--- config.mk ---
export PLATFORM = sky130hd
export DESIGN_NAME = pbfs_pin_mux
export DESIGN_NICKNAME = d
export VERILOG_FILES = /design/src/verilog/pbfs_pin_mux.v /design/src/verilog/pbfs_pin_cell.v
export VERILOG_INCLUDE_DIRS = /design/src /design/src/verilog
export SDC_FILE = /design/constraint.sdc
export NUM_CORES = 1
export LEC_CHECK = 0
export BUFFER_PORTS_ARGS = -buffer_cell sky130_fd_sc_hd__buf_2
export CORE_MARGIN = 1.5
export CORE_UTILIZATION = 40
export DETAILED_ROUTE_END_ITERATION = 10
export PLACE_DENSITY = 0.76
export SETUP_SLACK_MARGIN = 0.4
export SLEW_MARGIN = 30
export SYNTH_ARGS = -nofsm -noshare
export SYNTH_HDL_FRONTEND = slang
export SYNTH_SLANG_ARGS = --single-unit
--- constraint.sdc ---
create_clock -name clk_in -period 1.95 [get_ports clk_in]
set_clock_uncertainty 0.15 [all_clocks]
set_input_delay 0.0975 -clock clk_in [delete_from_list [all_inputs] [get_ports clk_in]]
set_output_delay 0.0975 -clock clk_in [all_outputs]
set_load 0.03 [all_outputs]
--- src/verilog/pbfs_defs.vh ---
// Purpose: shared constants of the port b pin function select block
// Assumes: included by bare name from the block's design files
// Notes: definitions only
`ifndef PBFS_DEFS_VH
`define PBFS_DEFS_VH

// ==========================================================
// register byte addresses on the apb slave
`define PBFS_ADDR_FUNC_HIGH 12'h000
`define PBFS_ADDR_FUNC_LOW 12'h004
`define PBFS_ADDR_PC_DIR 12'h008
`define PBFS_ADDR_W 12

// ==========================================================
// reset values and writable-bit masks
`define PBFS_RESET_16 16'h0000
`define PBFS_MASK_FUNC_HIGH 16'h000F
`define PBFS_MASK_FUNC_LOW 16'hFFF5
`define PBFS_MASK_FUNC_LOW_RED 16'hFFF0
`define PBFS_MASK_PC_DIR 16'hFFFF

// ==========================================================
// field positions
`define PBFS_PIN9_HI 3
`define PBFS_PIN9_LO 2
`define PBFS_PIN8_HI 1
`define PBFS_PIN8_LO 0
`define PBFS_PIN7_HI 15
`define PBFS_PIN7_LO 14
`define PBFS_PIN6_HI 13
`define PBFS_PIN6_LO 12
`define PBFS_PIN5_HI 11
`define PBFS_PIN5_LO 10
`define PBFS_PIN4_HI 9
`define PBFS_PIN4_LO 8
`define PBFS_PIN3_HI 7
`define PBFS_PIN3_LO 6
`define PBFS_PIN2_HI 5
`define PBFS_PIN2_LO 4
`define PBFS_PIN1_BIT 2
`define PBFS_PIN0_BIT 0

// ==========================================================
// two-bit mode codes
`define PBFS_MD_GPIO 2'h0
`define PBFS_MD_01 2'h1
`define PBFS_MD_10 2'h2
`define PBFS_MD_11 2'h3

`endif

--- src/verilog/pbfs_pin_mux.v ---
// Purpose: port b pin function multiplexer with apb control registers
// Assumes: apb inputs synchronous to clk_in; reset_in is the external power-on reset
// Notes: watchdog, standby and sleep never reach this block, so state survives them
`default_nettype none
`include "pbfs_defs.vh"

module pbfs_pin_mux #(
   parameter REDUCED_PIN = 0,
   parameter NPINS = 10,
   parameter PC_PINS = 16
) (
   input wire clk_in,
   input wire reset_in,
   input wire psel_in,
   input wire penable_in,
   input wire pwrite_in,
   input wire [11:0] paddr_in,
   input wire [31:0] pwdata_in,
   output reg [31:0] prdata_out,
   output reg pready_out,
   output reg pslverr_out,
   input wire single_chip_in,
   input wire rom_disabled_in,
   input wire [NPINS-1:0] pb_gpio_dir_in,
   input wire [NPINS-1:0] pb_gpio_data_in,
   input wire [NPINS-1:0] pb_pin_in,
   input wire [21:16] addr_in,
   input wire bus_rw_direction_in,
   input wire row_strobe_in,
   input wire col_strobe_high_in,
   input wire col_strobe_low_in,
   input wire [PC_PINS-1:0] pc_gpio_sel_in,
   output wire [NPINS-1:0] pb_pin_out,
   output wire [NPINS-1:0] pb_pin_oe_out,
   output reg [NPINS-1:0] pb_gpio_sel_out,
   output reg [5:0] ext_int_req_out,
   output reg wait_req_out,
   output reg [PC_PINS-1:0] pc_pin_oe_out
);

   // ==========================================================
   // register state
   // the upper 16 bits of every register word are unused and read as zero
   reg [15:0] func_high_q;
   reg [15:0] func_low_q;
   reg [15:0] pc_dir_q;
   reg [15:0] rd_val;
   reg hit;
   wire [15:0] low_mask;
   wire setup_phase;
   wire access_done;

   // on the reduced-pin variant bits 2 and 0 are masked as well, and the
   // address roles of pins 1 and 0 below are disabled; their cells stay
   // so the port width is the same for both builds
   assign low_mask = (REDUCED_PIN != 0) ? `PBFS_MASK_FUNC_LOW_RED
                                        : `PBFS_MASK_FUNC_LOW;
   assign setup_phase = psel_in & ~penable_in;
   assign access_done = psel_in & penable_in & pready_out;

   // ==========================================================
   // address decode and read view
   always @* begin
      hit = 1'b1;
      rd_val = `PBFS_RESET_16;
      case (paddr_in)
         `PBFS_ADDR_FUNC_HIGH: rd_val = func_high_q;
         `PBFS_ADDR_FUNC_LOW: rd_val = func_low_q;
         `PBFS_ADDR_PC_DIR: rd_val = pc_dir_q;
         default: hit = 1'b0;
      endcase
   end

   // ==========================================================
   // apb answer: one wait-free access phase, data sampled in setup
   // registering the answer costs nothing since setup always precedes access
   // so the access phase always completes in its first cycle; a master that
   // skips setup gets no answer at all
   // prdata keeps its last value until the next setup, which is harmless
   // because a master only takes it together with pready
   always @(posedge clk_in) begin
      if (reset_in) begin
         pready_out <= 1'b0;
         pslverr_out <= 1'b0;
         prdata_out <= 32'h00000000;
      end else if (setup_phase) begin
         pready_out <= 1'b1;
         pslverr_out <= ~hit;
         prdata_out <= (hit & ~pwrite_in) ? {16'h0000, rd_val} : 32'h00000000;
      end else begin
         pready_out <= 1'b0;
         pslverr_out <= 1'b0;
      end
   end

   // ==========================================================
   // register writes; reserved and missing bits are masked to zero
   // writes commit only at the completing access edge, so a request that
   // is dropped during setup leaves every register untouched
   always @(posedge clk_in) begin
      if (reset_in) begin
         func_high_q <= `PBFS_RESET_16;
         func_low_q <= `PBFS_RESET_16;
         pc_dir_q <= `PBFS_RESET_16;
      end else if (access_done & pwrite_in) begin
         case (paddr_in)
            `PBFS_ADDR_FUNC_HIGH:
               func_high_q <= pwdata_in[15:0] & `PBFS_MASK_FUNC_HIGH;
            `PBFS_ADDR_FUNC_LOW:
               func_low_q <= pwdata_in[15:0] & low_mask;
            `PBFS_ADDR_PC_DIR:
               pc_dir_q <= pwdata_in[15:0] & `PBFS_MASK_PC_DIR;
            default: ;
         endcase
      end
   end

   // ==========================================================
   // role decode per pin: general i/o, alternate output, or input role
   // pin role map by pin number:
   //   pin 9: gpio, ext_int_req_7 in, addr_bit_21 out
   //   pin 8: gpio, ext_int_req_6 in, addr_bit_20 out, wait request in
   //   pin 7: gpio, addr_bit_19 out
   //   pin 6: gpio, addr_bit_18 out
   //   pin 5: gpio, ext_int_req_3 in, bus read/write direction out
   //   pin 4: gpio, ext_int_req_2 in, col_strobe_high out
   //   pin 3: gpio, ext_int_req_1 in, col_strobe_low out
   //   pin 2: gpio, ext_int_req_0 in, row strobe out
   //   pin 1: gpio, addr_bit_17 out
   //   pin 0: gpio, addr_bit_16 out
   // input roles leave the pin undriven; the pin level then reaches its
   // request line one clock later
   reg [NPINS-1:0] gpio_sel;
   reg [NPINS-1:0] alt_sel;
   reg [NPINS-1:0] alt_val;
   reg [5:0] irq_sel;
   reg wait_sel;
   wire [1:0] md9;
   wire [1:0] md8;
   wire [1:0] md7;
   wire [1:0] md6;
   wire [1:0] md5;
   wire [1:0] md4;
   wire [1:0] md3;
   wire [1:0] md2;
   wire md1;
   wire md0;
   wire ext_bus;

   assign md9 = func_high_q[`PBFS_PIN9_HI:`PBFS_PIN9_LO];
   assign md8 = func_high_q[`PBFS_PIN8_HI:`PBFS_PIN8_LO];
   assign md7 = func_low_q[`PBFS_PIN7_HI:`PBFS_PIN7_LO];
   assign md6 = func_low_q[`PBFS_PIN6_HI:`PBFS_PIN6_LO];
   assign md5 = func_low_q[`PBFS_PIN5_HI:`PBFS_PIN5_LO];
   assign md4 = func_low_q[`PBFS_PIN4_HI:`PBFS_PIN4_LO];
   assign md3 = func_low_q[`PBFS_PIN3_HI:`PBFS_PIN3_LO];
   assign md2 = func_low_q[`PBFS_PIN2_HI:`PBFS_PIN2_LO];
   assign md1 = func_low_q[`PBFS_PIN1_BIT];
   assign md0 = func_low_q[`PBFS_PIN0_BIT];
   // bus roles exist only while the external bus is active
   // single-chip mode is a level; changing it at run time drops bus roles
   // on the next edge without touching the stored codes, so leaving the
   // mode brings them back
   assign ext_bus = ~single_chip_in;

   // an interrupt role claims the pin as input only; it never sets alt_sel,
   // so the pin cell keeps its enable low
   always @* begin
      alt_sel = {NPINS{1'b0}};
      alt_val = {NPINS{1'b0}};
      irq_sel = 6'h00;
      wait_sel = 1'b0;
      // pin 9
      if (md9 == `PBFS_MD_01) irq_sel[5] = 1'b1;
      if (md9 == `PBFS_MD_10 && ext_bus) begin
         alt_sel[9] = 1'b1;
         alt_val[9] = addr_in[21];
      end
      // pin 8
      if (md8 == `PBFS_MD_01) irq_sel[4] = 1'b1;
      if (md8 == `PBFS_MD_10 && ext_bus) begin
         alt_sel[8] = 1'b1;
         alt_val[8] = addr_in[20];
      end
      if (md8 == `PBFS_MD_11 && ext_bus) wait_sel = 1'b1;
      // pins 7 and 6: only code 10 leaves general i/o
      if (md7 == `PBFS_MD_10 && ext_bus) begin
         alt_sel[7] = 1'b1;
         alt_val[7] = addr_in[19];
      end
      if (md6 == `PBFS_MD_10 && ext_bus) begin
         alt_sel[6] = 1'b1;
         alt_val[6] = addr_in[18];
      end
      // pins 5 to 2: interrupt input, or bus read/write direction (pin 5) or bus strobe (pins 4 to 2)
      if (md5 == `PBFS_MD_01) irq_sel[3] = 1'b1;
      if (md5 == `PBFS_MD_11 && ext_bus) begin
         alt_sel[5] = 1'b1;
         alt_val[5] = bus_rw_direction_in;
      end
      if (md4 == `PBFS_MD_01) irq_sel[2] = 1'b1;
      if (md4 == `PBFS_MD_11 && ext_bus) begin
         alt_sel[4] = 1'b1;
         alt_val[4] = col_strobe_high_in;
      end
      if (md3 == `PBFS_MD_01) irq_sel[1] = 1'b1;
      if (md3 == `PBFS_MD_11 && ext_bus) begin
         alt_sel[3] = 1'b1;
         alt_val[3] = col_strobe_low_in;
      end
      if (md2 == `PBFS_MD_01) irq_sel[0] = 1'b1;
      if (md2 == `PBFS_MD_11 && ext_bus) begin
         alt_sel[2] = 1'b1;
         alt_val[2] = row_strobe_in;
      end
      // pins 1 and 0: rom-disabled mode makes them address even at 0
      // booting from outside needs these address bits before software runs,
      // so the override does not wait for a register write
      if (ext_bus && (md1 || rom_disabled_in) && REDUCED_PIN == 0) begin
         alt_sel[1] = 1'b1;
         alt_val[1] = addr_in[17];
      end
      if (ext_bus && (md0 || rom_disabled_in) && REDUCED_PIN == 0) begin
         alt_sel[0] = 1'b1;
         alt_val[0] = addr_in[16];
      end
   end

   // ==========================================================
   // a pin is general i/o unless a valid role claims it; reserved codes
   // claim nothing and so fall back here
   always @* begin
      gpio_sel = ~alt_sel;
      gpio_sel[9] = gpio_sel[9] & ~irq_sel[5];
      gpio_sel[8] = gpio_sel[8] & ~irq_sel[4] & ~wait_sel;
      gpio_sel[5] = gpio_sel[5] & ~irq_sel[3];
      gpio_sel[4] = gpio_sel[4] & ~irq_sel[2];
      gpio_sel[3] = gpio_sel[3] & ~irq_sel[1];
      gpio_sel[2] = gpio_sel[2] & ~irq_sel[0];
   end

   // ==========================================================
   // pin driver stages
   genvar gi;
   generate
      for (gi = 0; gi < NPINS; gi = gi + 1) begin : g_pin
         pbfs_pin_cell u_cell (
            .clk_in(clk_in),
            .reset_in(reset_in),
            .gpio_sel_in(gpio_sel[gi]),
            .alt_out_sel_in(alt_sel[gi]),
            .alt_val_in(alt_val[gi]),
            .gpio_dir_in(pb_gpio_dir_in[gi]),
            .gpio_data_in(pb_gpio_data_in[gi]),
            .pin_out(pb_pin_out[gi]),
            .pin_oe_out(pb_pin_oe_out[gi])
         );
      end
   endgenerate

   // ==========================================================
   // routed inputs, role flags and port c enables, all registered;
   // unselected interrupt and wait lines read as idle zero
   // role flags are registered with the pin stages so both show a role
   // change on the same edge
   // port c: a direction bit reaches the pin only while that pin reports
   // general i/o; otherwise the enable stays low
   always @(posedge clk_in) begin
      if (reset_in) begin
         pb_gpio_sel_out <= {NPINS{1'b1}};
         ext_int_req_out <= 6'h00;
         wait_req_out <= 1'b0;
         pc_pin_oe_out <= {PC_PINS{1'b0}};
      end else begin
         pb_gpio_sel_out <= gpio_sel;
         ext_int_req_out <= irq_sel & {pb_pin_in[9:8], pb_pin_in[5:2]};
         wait_req_out <= wait_sel & pb_pin_in[8];
         pc_pin_oe_out <= pc_dir_q & pc_gpio_sel_in;
      end
   end

endmodule // pbfs_pin_mux

`default_nettype wire

--- src/verilog/pbfs_pin_cell.v ---
// Purpose: one port b pin driver stage, registered output value and enable
// Assumes: role decode is done by the parent; one clock, synchronous reset
// Notes: alternate output wins over general i/o; neither means pin undriven
`default_nettype none

module pbfs_pin_cell (
   input wire clk_in,
   input wire reset_in,
   input wire gpio_sel_in,
   input wire alt_out_sel_in,
   input wire alt_val_in,
   input wire gpio_dir_in,
   input wire gpio_data_in,
   output reg pin_out,
   output reg pin_oe_out
);

   // ==========================================================
   // output stage: registered so every top output starts at a flop
   always @(posedge clk_in) begin
      if (reset_in) begin
         pin_out <= 1'b0;
         pin_oe_out <= 1'b0;
      end else if (alt_out_sel_in) begin
         pin_out <= alt_val_in;
         pin_oe_out <= 1'b1;
      end else begin
         pin_out <= gpio_data_in;
         pin_oe_out <= gpio_sel_in & gpio_dir_in; // direction only counts as i/o
      end
   end

endmodule // pbfs_pin_cell

`default_nettype wire

# [Word-level counts from Yosys, hierarchy flattened]
# Index checks and enable logic that the tools add are counted.
[totals] out_inout_bits=87 romBits=0 mem_count=0 register_bits=121 latchBits=0 inputBits=107 wordCells=155 ram_bits=0
[classes] n_reduce_logical=19 mux=51 addsub=0 n_eq_ne=17 n_bitwise=38 n_lt_le_gt_ge=0 shift=0 multipliers=0 div=0
[ops] op="1-bit 2-to-1 mux" n=49
[ops] op="16-bit one-hot mux with 3 select lines" n=1
[ops] op="1-bit AND" n=23
[ops] op="2-bit equality test, second input constant" n=9
[ops] op="16-bit AND" n=1
[ops] op="16-bit 2-to-1 mux" n=1
[ops] op="12-bit by 3-bit equality test with 1-bit output, second input constant" n=1
[ops] op="12-bit by 4-bit equality test with 1-bit output, second input constant" n=1
[ops] op="2-bit by 1-bit equality test with 1-bit output, second input constant" n=6
[ops] op="12-bit logical NOT" n=1
[ops] op="1-bit inverter" n=12
[ops] op="1-bit logical AND" n=11
[ops] op="10-bit inverter" n=1
[ops] op="6-bit AND" n=1
[ops] op="2-bit AND reduction" n=3
[ops] op="3-bit OR reduction" n=1
[ops] op="1-bit logical OR" n=2
[ops] op="2-bit OR reduction" n=1

# [Logic depth before layout (Yosys ltp)]
# Gate-level depths: netlist of the first run.
[depth] ltp_word=8 mapped_depth=6

# [By module]
# From an unflattened synthesis of the first run, not the netlist that was laid out.
[unflattened] hier_cells=413 area_unflattened_um2=4150.2
[modules_own_cells] module="pbfs_pin_mux" seq_area_each_um2=1701.6 area_per_inst_um2=3524.6 cells_each=353 n_inst=1
[modules_own_cells] module="pbfs_pin_cell" seq_area_each_um2=40.0 area_per_inst_um2=62.6 cells_each=6 n_inst=10

# [Worst setup path after synthesis of the first run]
# OpenSTA, ideal clock, no wires.
[synth_timing] path_kind="register -> register" startpoint="reg pready_out" endpoint="reg pc_dir_q[10]" setup_slack_ns=0.027 t_required_ns=1.728 synth_period_minus_slack_ns=1.923 stages_incl_launch_ff=5 t_arrival_ns=1.702 cell_sequence="dfxtp_1 -> nand4_1 -> nor4_4 -> buf_6 -> mux2i_1"
[synth_via] elab_chain_len=3
[synth_lines] element="start, declared" line="pbfs_pin_mux.v:20" rtl="output reg pready_out,"
[synth_lines] element="start signal, assigned" line="pbfs_pin_mux.v:83" rtl="pready_out <= 1'b0;"
[synth_lines] element="start signal, assigned" line="pbfs_pin_mux.v:87" rtl="pready_out <= 1'b1;"
[synth_lines] element="start signal, assigned" line="pbfs_pin_mux.v:91" rtl="pready_out <= 1'b0;"
[synth_lines] element="1-bit AND" line="pbfs_pin_mux.v:59" rtl="assign access_done = psel_in & penable_in & pready_out;"
[synth_lines] element="1-bit AND" line="pbfs_pin_mux.v:105" rtl="end else if (access_done & pwrite_in) begin"
[synth_lines] element="2-bit AND reduction (no source line)"
[synth_lines] element="end signal, assigned" line="pbfs_pin_mux.v:104" rtl="pc_dir_q <= `PBFS_RESET_16;"
[synth_lines] element="end signal, assigned" line="pbfs_pin_mux.v:112" rtl="pc_dir_q <= pwdata_in[15:0] & `PBFS_MASK_PC_DIR;"
[synth_lines] element="end, declared" line="pbfs_pin_mux.v:46" rtl="reg [15:0] pc_dir_q;"
# Every way passes these cells.
# A chain may end at the register's enable or synchronous reset.

# [Worst setup path in the final report of the first run]
[layout_timing] startpoint="in paddr_in[7]" endpoint="reg prdata_out[0]"
[layout_via] elab_chain_len=5 word_cells_on_any_way=8 classes_between="2 x eq/ne; 3 x mux; 1 x bitwise; 2 x reduce/logical"
[layout_lines] element="start, declared" line="pbfs_pin_mux.v:17" rtl="input wire [11:0] paddr_in,"
[layout_lines] element="12-bit by 4-bit equality test with 1-bit output, or another cell as far along" line="pbfs_pin_mux.v:66" rtl="case (paddr_in)"
[layout_lines] element="3-bit OR reduction (no source line)"
[layout_lines] element="1-bit 2-to-1 mux" line="pbfs_pin_mux.v:66"
[layout_lines] element="1-bit AND" line="pbfs_pin_mux.v:89" rtl="prdata_out <= (hit & ~pwrite_in) ? {16'h0000, rd_val} : 32'h00000000;"
[layout_lines] element="16-bit 2-to-1 mux (*)" line="pbfs_pin_mux.v:89"
[layout_lines] element="end signal, assigned" line="pbfs_pin_mux.v:89"
[layout_lines] element="end, declared" line="pbfs_pin_mux.v:19" rtl="output reg [31:0] prdata_out,"
# Mark *: on every way between the ends. The rest lies on a longest branch, timed or not.

==> results.md, run 1 <==
* DRT Wirelength at 11,990 µm
* Worst Max-Slew Pin Slew at 0.9246 ns
* Clk_lat worst skew at 0.37 ns
* Vias/cell at 4.753
* Maximum number of pins on one net before global-route repair at 76
* Number of flops mapped to enable cells by yosys at 0
* Post-route ant nets at 0
* DRC viols at 0
* Top Ports at 194
* Crit path kind: input port to flop
* F_max at 646.1 MHz
* Reg clk slew, reported paths at 0.10 ns
* Clock Path Buffers at 2
* Required @ worst endpoint at 2.10 ns
* DR pass1 iterations at 5
* Critical path launch point type: input port
* CTS sink count at 105
* Vias at 3,631
* Slew margin rel. at 0.3808
* Pwr dens at 658.7 mW/mm²
* Post-synth top area share at 0.4865
* FP Rows at 37
* Synth area leaders: dfxtp_1 (49%), mux2i_1 (11%), nand2b_1 (7.4%)
* Synth Instances at 415
* MaxCap Viol Count at 0
* CP max-delay cell: or4_4
* Synth Cell Area at 0.004320 mm²
* CP peak stage delay at 0.69 ns
* Most used cell, CP: or4_4
* Critical path's top delay family: simple AND/OR/NAND/NOR gates
* CTS tree: built
* Starting DRT DRC Count at 194
* Die Span X at 106.9 µm
* Class of the worst hold path: input port to flop
* Combined buffer and inverter count along the critical path at 1
* Crit Reg-Reg Startpoint: pready_out
* Library cells used by synthesis at 36
* Nets at 729
* Initial antenna violation count at 0
* Initial Util at 0.4148
* Crit-path max FO at 16
* Worst path arrival time at 1.69 ns
* Status: finished clean
* GPL Wtd Cong at 0.8027
* # setup viols final at 0
* Yosys reg bits at 105
* CP endpoint kind: flop
* HP Start: single_chip_in
* Clock H-tree levels at 3
* Gr usage total at 0.2093
* Most frequent cells after synthesis: dfxtp_1 (105), nand2b_1 (51), mux2i_1 (48), buf_4 (37), nor2_1 (34)
* Floorplan core area at 0.01042 mm²
* PortBufs at 157
* Top-count cell post-synth: dfxtp_1
* CP Cell Sequence: buf_2, or4_4, or4_4, o2bb2ai_1
* Die height at 106.9 µm
* Final slew viol count at 0
* Cell taking the most area after synthesis: dfxtp_1
* Period minus WS final at 1.548 ns
* Synth async-reset ratio at 0
* Vias in the first global route at 3,647
* Post-route cell area at 0.006017 mm²
* Yosys warnings at 0
* TNS Setup at 0 ns
* CTS buffer count at 9
* VDD IR-drop max at 0.3276 mV
* Area Growth Syn to Fin at 39.27%
* First-pass GRT wire length at 18,420 µm
* Total gr overflow at 0
* RSZ-0062 raised after global routing: yes
* Hpwl dp at 7346 µm
* Die area at 0.01143 mm²
* Hold_ws at 0.02832 ns
* Root Buffer: clkbuf_8
* Wirelength per Cell at 15.70 µm
* Final Hold Fails at 0
* Crit. Startpoint: paddr_in[7]
* LEAKAGE at 0.002666 µW
* Layout cells sized above 1 at 0.3301
* Mean post-synth cell area at 10.41 µm²
* Cell area after placement at 0.005016 mm²
* Register area share after synthesis at 0.4865
* Top FF cell, synth: dfxtp_1
* Crit share post-route at 0.7938
[area by class of cell]
class,count,area (µm²)
Timing Repair Buffer,240,1644
Clock buffer,13,168.9
Multi-Input combinational cell,247,1832
Inverter,19,71.32
Tap cell,136,170.2
Antenna cell,1,2.502
Clock inverter,3,23.77
Fill cell,864,4399
Sequential cell,105,2105
[kinds of logic (layout without fill, tap and decap cells)]
family                 Yosys count  after routing  synth area share
multiplexers                    48             48            0.1112
other                            1             17         0.0008680
AND/OR/NAND/NOR                131            131            0.1868
flip-flops                     105            105            0.4865
buffers and inverters           78            275            0.1095
AO/OA/AOI/OAI                   52             52            0.1051
[placed cells by master (no fill, tap or decap), types with 3 or more instances in the layout]
cell type	instances
a21o_1	4
a21oi_1	8
a22oi_1	12
buf_2	157
buf_4	5
clkbuf_8	12
conb_1	16
dfxtp_1	103
dlygate4sd3_1	72
inv_1	19
mux2i_1	48
nand2b_1	51
nand3b_1	7
nor2_1	34
nor2b_1	8
nor3_1	4
nor3b_1	9
nor4_4	3
o21bai_1	5
o2bb2ai_1	6
o2bb2ai_2	10
or4_4	3
[stage by stage]
| stage | util | total power, µW | std cells | worst slack [ns] |
|---|---|---|---|---|
| finish | 0.5777 | 3964 | 764 | 0.4021 |
| CTS | 0.5717 | 3982 | 761 | 0.4028 |
| floorplan | - | 2498 | 430 | 0.06596 |
| global placement | 0.4816 | 2571 | 670 | 0.09078 |
| detailed placement | 0.4816 | 2579 | 670 | 0.04612 |
| global route | 0.5774 | 4130 | 763 | 0.3708 |
[path summary, 6_finish.rpt]
kind                                      to  depth (start not counted)  slack [ns]
setup / recovery               prdata_out[0]                          4        0.40
hold / removal    g_pin[8].u_cell.pin_oe_out                          3        0.03
setup reg to reg              func_low_q[11]                          5        0.42
hold reg to reg             pc_pin_oe_out[1]                          2        0.33
[flip-flops by register name (all words and copies together), names as in the netlist]
signal,count
wait_req_out,1
ext_int_req_out,6
pslverr_out,1
g_pin.u_cell.pin_out,10
func_low_q,14
pready_out,1
g_pin.u_cell.pin_oe_out,10
pc_pin_oe_out,16
prdata_out,16
func_high_q,4
pc_dir_q,16
pb_gpio_sel_out,10
[layer usage]
metal	part of all wire	vias to the layer above	wire length [µm]	track usage
li1	-	1766	-	-
met1	0.43	1697	5122	0.2507
met2	0.50	137	6000	0.3622
met3	0.044	31	527	0.03343
met4	0.028	0	339	0.1057
met5	0	-	0	0
[power by group]
group | internal (µW) | switching, µW | leakage (µW)
Clock | 573 | 736 | 0.0000919
Sequential | 2170 | 6.70 | 0.000853
Combinational | 230 | 249 | 0.00172
Total | 2970 | 991 | 0.00267
[what timing repair did]
action | CTS | global route
resized for setup | 0 | 6
setup buffers | 2 | 1
hold endpoints to repair | 83 | 0
pin swaps | 0 | 2
gates cloned | 0 | 1
hold buffers | 73 | 0
setup endpoints to repair | 24 | 27
[worst register-to-register path: cells and delay by family (launching register included)]
family	cells	cell delay, ns
simple gates	2	0.37
buf+inv	2	0.37
flops	1	0.34
mux	1	0.22
Power figures use the tool's default switching activity.
==> run 2: changes to the inputs <==
Settings changed: ABC_AREA from default to 1, PLACE_DENSITY 0.76 to 0.77.
Clock period 1.95 ns to 1.3 ns, I/O delays scaled along.
==> results.md, run 2 <==
* Critical path's top delay family: simple AND/OR/NAND/NOR gates
* Starting DRT DRC Count at 206 (+6.2%)
* Nets at 896 (+23%)
* MaxCap Viol Count at 0 (unchanged)
* PortBufs at 157 (unchanged)
* Most frequent cells in the layout: buf_6 (96), dfxtp_2 (81), buf_2 (81), dlygate4sd3_1 (68), nand2_1 (55)
* Post-route ant nets at 0 (unchanged)
* Maximum number of pins on one net before global-route repair at 48 (-37%)
* Layout cells sized above 1 at 0.6562 (+0.3260)
* Library cells used by synthesis at 28 (-22%)
* CP max-delay cell: dfxtp_4
* HP Start: penable_in
* Crit share post-route at 1.083
* Die Span X at 106.1 µm (-0.79%)
* F_max at 710.0 MHz
* Root Buffer: clkbuf_8
* DRT Wirelength at 15,920 µm (+33%)
* Ant diodes at 0 (-1)
* Crit Reg-Reg Startpoint: pready_out
* DRC viols at 0 (unchanged)
* Required @ worst endpoint at 1.41 ns (-0.69 ns)
* Final slew viol count at 0 (unchanged)
* Main combinational cell family by area after synthesis: simple AND/OR/NAND/NOR gates
* Clk_lat worst skew at 0.38 ns (about the same)
* Reg clk slew, reported paths at 0.10 ns (about the same)
* Vias at 4,668 (+29%)
* Die area at 0.01125 mm² (-1.6%)
* Synth Instances at 531 (+28%)
* Crit. Startpoint: pready_out
* Cell Count, Final, Fillers Out at 930 (+22%)
* Hold_ws at -0.1402 ns (-0.1686 ns)
* Clock H-tree levels at 3 (unchanged)
* First-pass GRT wire length at 22,470 µm (+22%)
* Synth Area in Compound Gates at 0.1428 (+0.03765)
* Top Ports at 194 (unchanged)
* Total gr overflow at 0 (unchanged)
* Mean post-synth cell area at 8.004 µm² (-23%)
* Placed cells at 798 (+19%)
* CTS sink count at 105 (unchanged)
* Setup ws final at -0.1085 ns (-0.5106 ns)
* Crit-path max FO at 7 (-9)
* Final Hold Fails at 7 (+7)
* Status: finished, violations left
* Final Power at 6634 µW (+67%)
* CP peak stage delay at 0.37 ns (-0.32 ns)
* Yosys reg bits at 105 (unchanged)
* Top FF cell, synth: dfxtp_1
* Top-count cell post-synth: dfxtp_1
* Crit path kind: flop to flop
* Post-synthesis mux area share at 0 (-0.1112)
* Initial Util at 0.4117 (-0.003067)
* Final core utilization at 0.7780 (+0.2003)
* Post-synthesis simple-gate area fraction at 0.2081 (+0.02133)
* GPL Wtd Cong at 0.9135 (+14%)
* Pwr dens at 825.9 mW/mm² (+25%)
* FP Rows at 37 (unchanged)
* Hold bufs inserted after CTS at 68 (-6.8%)
* Combined buffer and inverter count along the critical path at 1 (unchanged)
* Class of the worst hold path: input port to flop
* Period minus WS final at 1.408 ns
* Critical path launch point type: flop
* Worst path arrival time at 1.52 ns (-0.17 ns)
* Synth area leaders: dfxtp_1 (49%), nand2_1 (8.7%), a21oi_1 (6.7%)
* Register area share after synthesis at 0.4946 (+0.008021)
* Clock Path Buffers at 2 (unchanged)
* Synth Cell Area at 0.004250 mm² (-1.6%)
* Gr usage total at 0.2553 (+0.04596)
* Initial antenna violation count at 0 (unchanged)
* Largest regs: pc_dir_q (16), pc_pin_oe_out (16), prdata_out (16)
* Post-synth top area share at 0.4946 (+0.008021)
* Cell taking the most area after synthesis: dfxtp_1
* Most frequent cells after synthesis: dfxtp_1 (105), nand2_1 (98), a21oi_1 (57), inv_1 (51)
* Vias/cell at 5.019 (+5.6%)
* Vias in the first global route at 4,825 (+32%)
* Yosys warnings at 0 (unchanged)
* Area Growth Syn to Fin at 88.96%
* LEAKAGE at 0.003497 µW (+31%)
* Hpwl dp at 7882 µm (+7.3%)
* CTS buffer count at 9 (unchanged)
* Failing checks: hold timing, setup timing
* DR pass1 iterations at 4 (-1)
* TNS Setup at -1.650 ns (-1.650 ns)
* # setup viols final at 33 (+33)
* Die height at 106.1 µm (-0.79%)
* Most common cell after layout, fill and taps aside: buf_6
* Synth async-reset ratio at 0 (unchanged)
* RSZ-0062 raised after global routing: yes
* CP Cell Sequence: nand3_4, nor2_4, nand3_4, clkbuf_16, o21ai_2, a21oi_1
* CTS tree: built
* Floorplan core area at 0.01032 mm² (-0.89%)
* Wirelength per Cell at 17.12 µm (+9.1%)
* Number of flops mapped to enable cells by yosys at 0 (unchanged)
* FILL cells at 609 (-30%)
* Post-synthesis xor/xnor area fraction at 0 (unchanged)
* CP endpoint kind: flop
* Adder-cell area share of the yosys netlist at 0 (unchanged)
* VDD IR-drop max at 0.8049 mV (+150%)
* Most used cell, CP: nand3_4
## run 2: cell types whose count changed in the layout (fill, tap and decap cells not counted), sizes merged, moves of 10 or more
cell	before	now
nand3	1	43
a22oi	12	0
a21oi	8	65
mux2i	48	0
o2bb2ai	16	0
nand2	1	98
inv	19	51
nor2	34	46
nand2b	51	0
nor2b	10	0
o21ai	2	47
buf	166	221
## run 2: kinds of logic after synthesis
family / Yosys count
compound gates: 113
buf+inv: 114
flops: 105
other cells: 1
simple gates: 198
## run 2: metrics by stage
| stage | setup WS, ns | instance area [µm²] |
|---|---|---|
| 3_5_place_dp | -0.09265 | 5157 |
| 5_1_grt | -0.1673 | 8031 |
| 2_1_floorplan | -0.04332 | 4413 |
| 6_report | -0.1085 | 8031 |
| 4_1_cts | -0.03755 | 7398 |
| 3_3_place_gp | -0.05272 | 5157 |
## run 2: worst paths after layout
path	end	depth (start not counted)	slack, ns
worst min-delay path	pready_out	4	-0.14
worst min register to register	pc_pin_oe_out[14]	2	0.31
worst max register to register	func_low_q[2]	6	-0.11
worst max-delay path	func_low_q[2]	6	-0.11
## run 2: power by group
group / leakage [µW] / internal [µW] / switching (µW) / total (µW)
combinational: 0.00249 / 419 / 485 / 905
sequential: 0.000888 / 3240 / 20.6 / 3260
clock: 0.000120 / 1330 / 1140 / 2470
total: 0.00350 / 4990 / 1650 / 6630
## run 2: area by class of cell
cell class	instances	area, µm²	area share
clock inverters	5	102.6	0.01277
clock buffers	11	141.4	0.01760
well taps	136	170.2	0.02119
repair buffers	292	2783	0.3465
inverters	54	220.2	0.02742
flip-flops and latches	105	2248	0.2800
multi-input cells	327	2366	0.2946
## run 2: per-layer routing
metal  up-vias  share of wire  track usage  wire length (µm)
met4         0          0.037       0.1120               588
met5         -              0            0                 0
met3        45          0.052      0.05212               821
met1      2246           0.35       0.2537              5524
li1       2169              -            -                 -
met2       208           0.56       0.5046              8988
## run 2: what timing repair did
| action | in CTS | in global routing |
|---|---|---|
| resized for setup | 352 | 143 |
| setup endpoints to repair | 153 | 158 |
| endpoints found under the hold margin | 98 | 5 |
| pin swaps | 56 | 56 |
| setup buffers | 30 | 12 |
| gates cloned | 4 | 2 |
## run 2: worst reg2reg max path, stage by stage, from the launching register on
cell and delay, ns:
dfxtp_4 0.37, nand3_4 0.06, nor2_4 0.17, nand3_4 0.16
clkbuf_16 0.21, o21ai_2 0.12, a21oi_1 0.06
==> run 3: changes to the inputs <==
Settings changed: CELL_PAD_IN_SITES_DETAIL_PLACEMENT from default to 2, CELL_PAD_IN_SITES_GLOBAL_PLACEMENT from default to 2, CORE_UTILIZATION 40 to 23, MAX_ROUTING_LAYER from default to met4, PLACE_DENSITY 0.77 to 0.81.
==> results.md, run 3 (synthesis gave the netlist of run 2 again) <==
* Post-route ant nets at 0 (unchanged)
* Crit-path max FO at 5 (-2)
* Layout cells sized above 1 at 0.6658 (+0.009661)
* Crit share post-route at 1.149 (+0.06587)
* First-pass GRT wire length at 30,840 µm (+37%)
* Critical path launch point type: flop
* Die area at 0.01930 mm² (+72%)
* Final core utilization at 0.4668 (-0.3111)
* Largest regs: pc_dir_q (16), pc_pin_oe_out (16), prdata_out (16)
* TNS Setup at -4.333 ns (-2.683 ns)
* Area Growth Syn to Fin at 97.97%
* Crit path kind: flop to flop
* DRC viols at 0 (unchanged)
* CP endpoint kind: flop
* Vias at 4,668 (unchanged)
* CTS tree: built
* Vias in the first global route at 5,414 (+12%)
* Total gr overflow at 0 (unchanged)
* DR pass1 iterations at 4 (unchanged)
* CP max-delay cell: dfxtp_4
* Wirelength per Cell at 20.68 µm (+21%)
* Critical path's top delay family: simple AND/OR/NAND/NOR gates
* Worst path arrival time at 1.61 ns (+0.09 ns)
* Worst path depth at 5 (-1)
* Gr usage total at 0.2169 (-0.03838)
* DRT Wirelength at 21,280 µm (+34%)
* R2R cell count at 5 (-1)
* LEAKAGE at 0.003622 µW (+3.5%)
* Hold bufs inserted after CTS at 68 (unchanged)
* Hpwl dp at 10,910 µm (+38%)
* Clock H-tree levels at 3 (unchanged)
* Failing checks: hold timing, setup timing
* Clk_lat worst skew at 0.36 ns (-0.02 ns)
* Die Span X at 138.9 µm (+31%)
* Initial antenna violation count at 1 (+1)
* CP Cell Sequence: nand3_4, nor2_4, nand3_2, buf_4, a21oi_1
* Reg clk slew, reported paths at 0.08 ns (-0.02 ns)
* Required @ worst endpoint at 1.42 ns (about the same)
* Period minus WS final at 1.494 ns (+0.08563 ns)
* Most frequent cells in the layout: buf_6 (90), buf_2 (79), dfxtp_2 (77), dlygate4sd3_1 (68), nand2_1 (56)
* CP peak stage delay at 0.36 ns (about the same)
* Nets at 901 (+0.56%)
* Pwr dens at 869.0 mW/mm² (+5.2%)
* Setup ws final at -0.1941 ns (-0.08563 ns)
* RSZ-0062 raised after global routing: yes
* Dpl ws at -0.1322 ns (-0.03957 ns)
* Die height at 138.9 µm (+31%)
* VDD IR-drop max at 0.6574 mV (-18%)
* Clock Path Buffers at 2 (unchanged)
* Final Hold Fails at 5 (-2)
* PortBufs at 157 (unchanged)
* Initial Util at 0.2358 (-0.1759)
* CTS buffer count at 9 (unchanged)
* FILL cells at 1,841 (+200%)
* Status: finished, violations left
* FP Rows at 49 (+32%)
* MaxCap Viol Count at 0 (unchanged)
* Floorplan core area at 0.01802 mm² (+75%)
* CTS sink count at 105 (unchanged)
* Root Buffer: clkbuf_16
* Top Ports at 194 (unchanged)
* Starting DRT DRC Count at 101 (-51%)
* Hold_ws at -0.04172 ns (+0.09853 ns)
* Worst Hold Depth at 3 (-1)
* Maximum number of pins on one net before global-route repair at 44 (-8.3%)
* Final slew viol count at 0 (unchanged)
* # setup viols final at 34 (+3.0%)
* GPL Wtd Cong at 0.7611 (-17%)
* Most common cell after layout, fill and taps aside: buf_6
* F_max at 669.3 MHz (-5.7%)
* Vias/cell at 4.536 (-9.6%)
* Class of the worst hold path: input port to flop
* Combined buffer and inverter count along the critical path at 1 (unchanged)
## run 3: cell types whose count changed in the layout (fill, tap and decap cells not counted), moves of 4 or more
cell	before	now
buf_8	0	4
buf_6	96	90
nand3_4	7	11
clkbuf_8	10	2
clkbuf_16	3	11
inv_4	7	11
dfxtp_2	81	77
o21ai_1	11	6
buf_4	29	36
nand3_2	21	16
## run 3: what timing repair did
action                                 4_1_cts  5_1_grt
setup endpoints to repair                  157      160
resized for setup                          432       89
setup buffers                               28       14
endpoints found under the hold margin       80        5
pin swaps                                   52       33
gates cloned                                 4        2
## run 3: final timing paths
path,startpoint,to,slack (ns)
setup reg to reg,pready_out,func_high_q[1],-0.19
setup / recovery,pready_out,func_high_q[1],-0.19
hold reg to reg,pc_dir_q[10],pc_pin_oe_out[10],0.31
hold / removal,single_chip_in,pb_gpio_sel_out[1],-0.04
## run 3: per-stage QoR
stage | std cells | area, µm² | power, µW
after floorplan | 546 | 4413 | 3732
after global placement | 896 | 5336 | 3913
after detailed placement | 896 | 5336 | 3930
after CTS | 1012 | 7911 | 7291
after global routing | 1029 | 8414 | 7580
final | 1029 | 8414 | 7312
## run 3: layout make-up
| type | instances | area, µm² | area share |
|---|---|---|---|
| diodes | 1 | 2.502 | 0.0002974 |
| clock buffers | 14 | 264.0 | 0.03138 |
| clock inverters | 2 | 60.06 | 0.007138 |
| inverters | 54 | 235.2 | 0.02796 |
| multi-input cells | 327 | 2446 | 0.2907 |
| flip-flops and latches | 105 | 2255 | 0.2680 |
| well taps | 229 | 286.5 | 0.03405 |
| repair buffers | 297 | 2865 | 0.3405 |
## run 3: worst register-to-register path: cells and delay by family, from the launching register on
kind	cells	cell delay, ns
and+or+nand+nor	3	0.47
AOI/OAI and AO/OA	1	0.20
buffers and inverters	1	0.22
DFF	1	0.36
## run 3: metal layers
| layer | vias to the layer above | global-route usage | share of wire |
|---|---|---|---|
| met5 | - | - | 0 |
| met4 | 0 | 0.05208 | 0.020 |
| met3 | 37 | 0.04178 | 0.034 |
| met2 | 133 | 0.4270 | 0.58 |
| met1 | 2319 | 0.2172 | 0.37 |
| li1 | 2179 | - | - |
## run 3: report_power, final
group / switching [µW] / internal [µW]
Combinational: 527 / 445
Clock: 1290 / 1800
Sequential: 22.1 / 3230
Total: 1840 / 5480
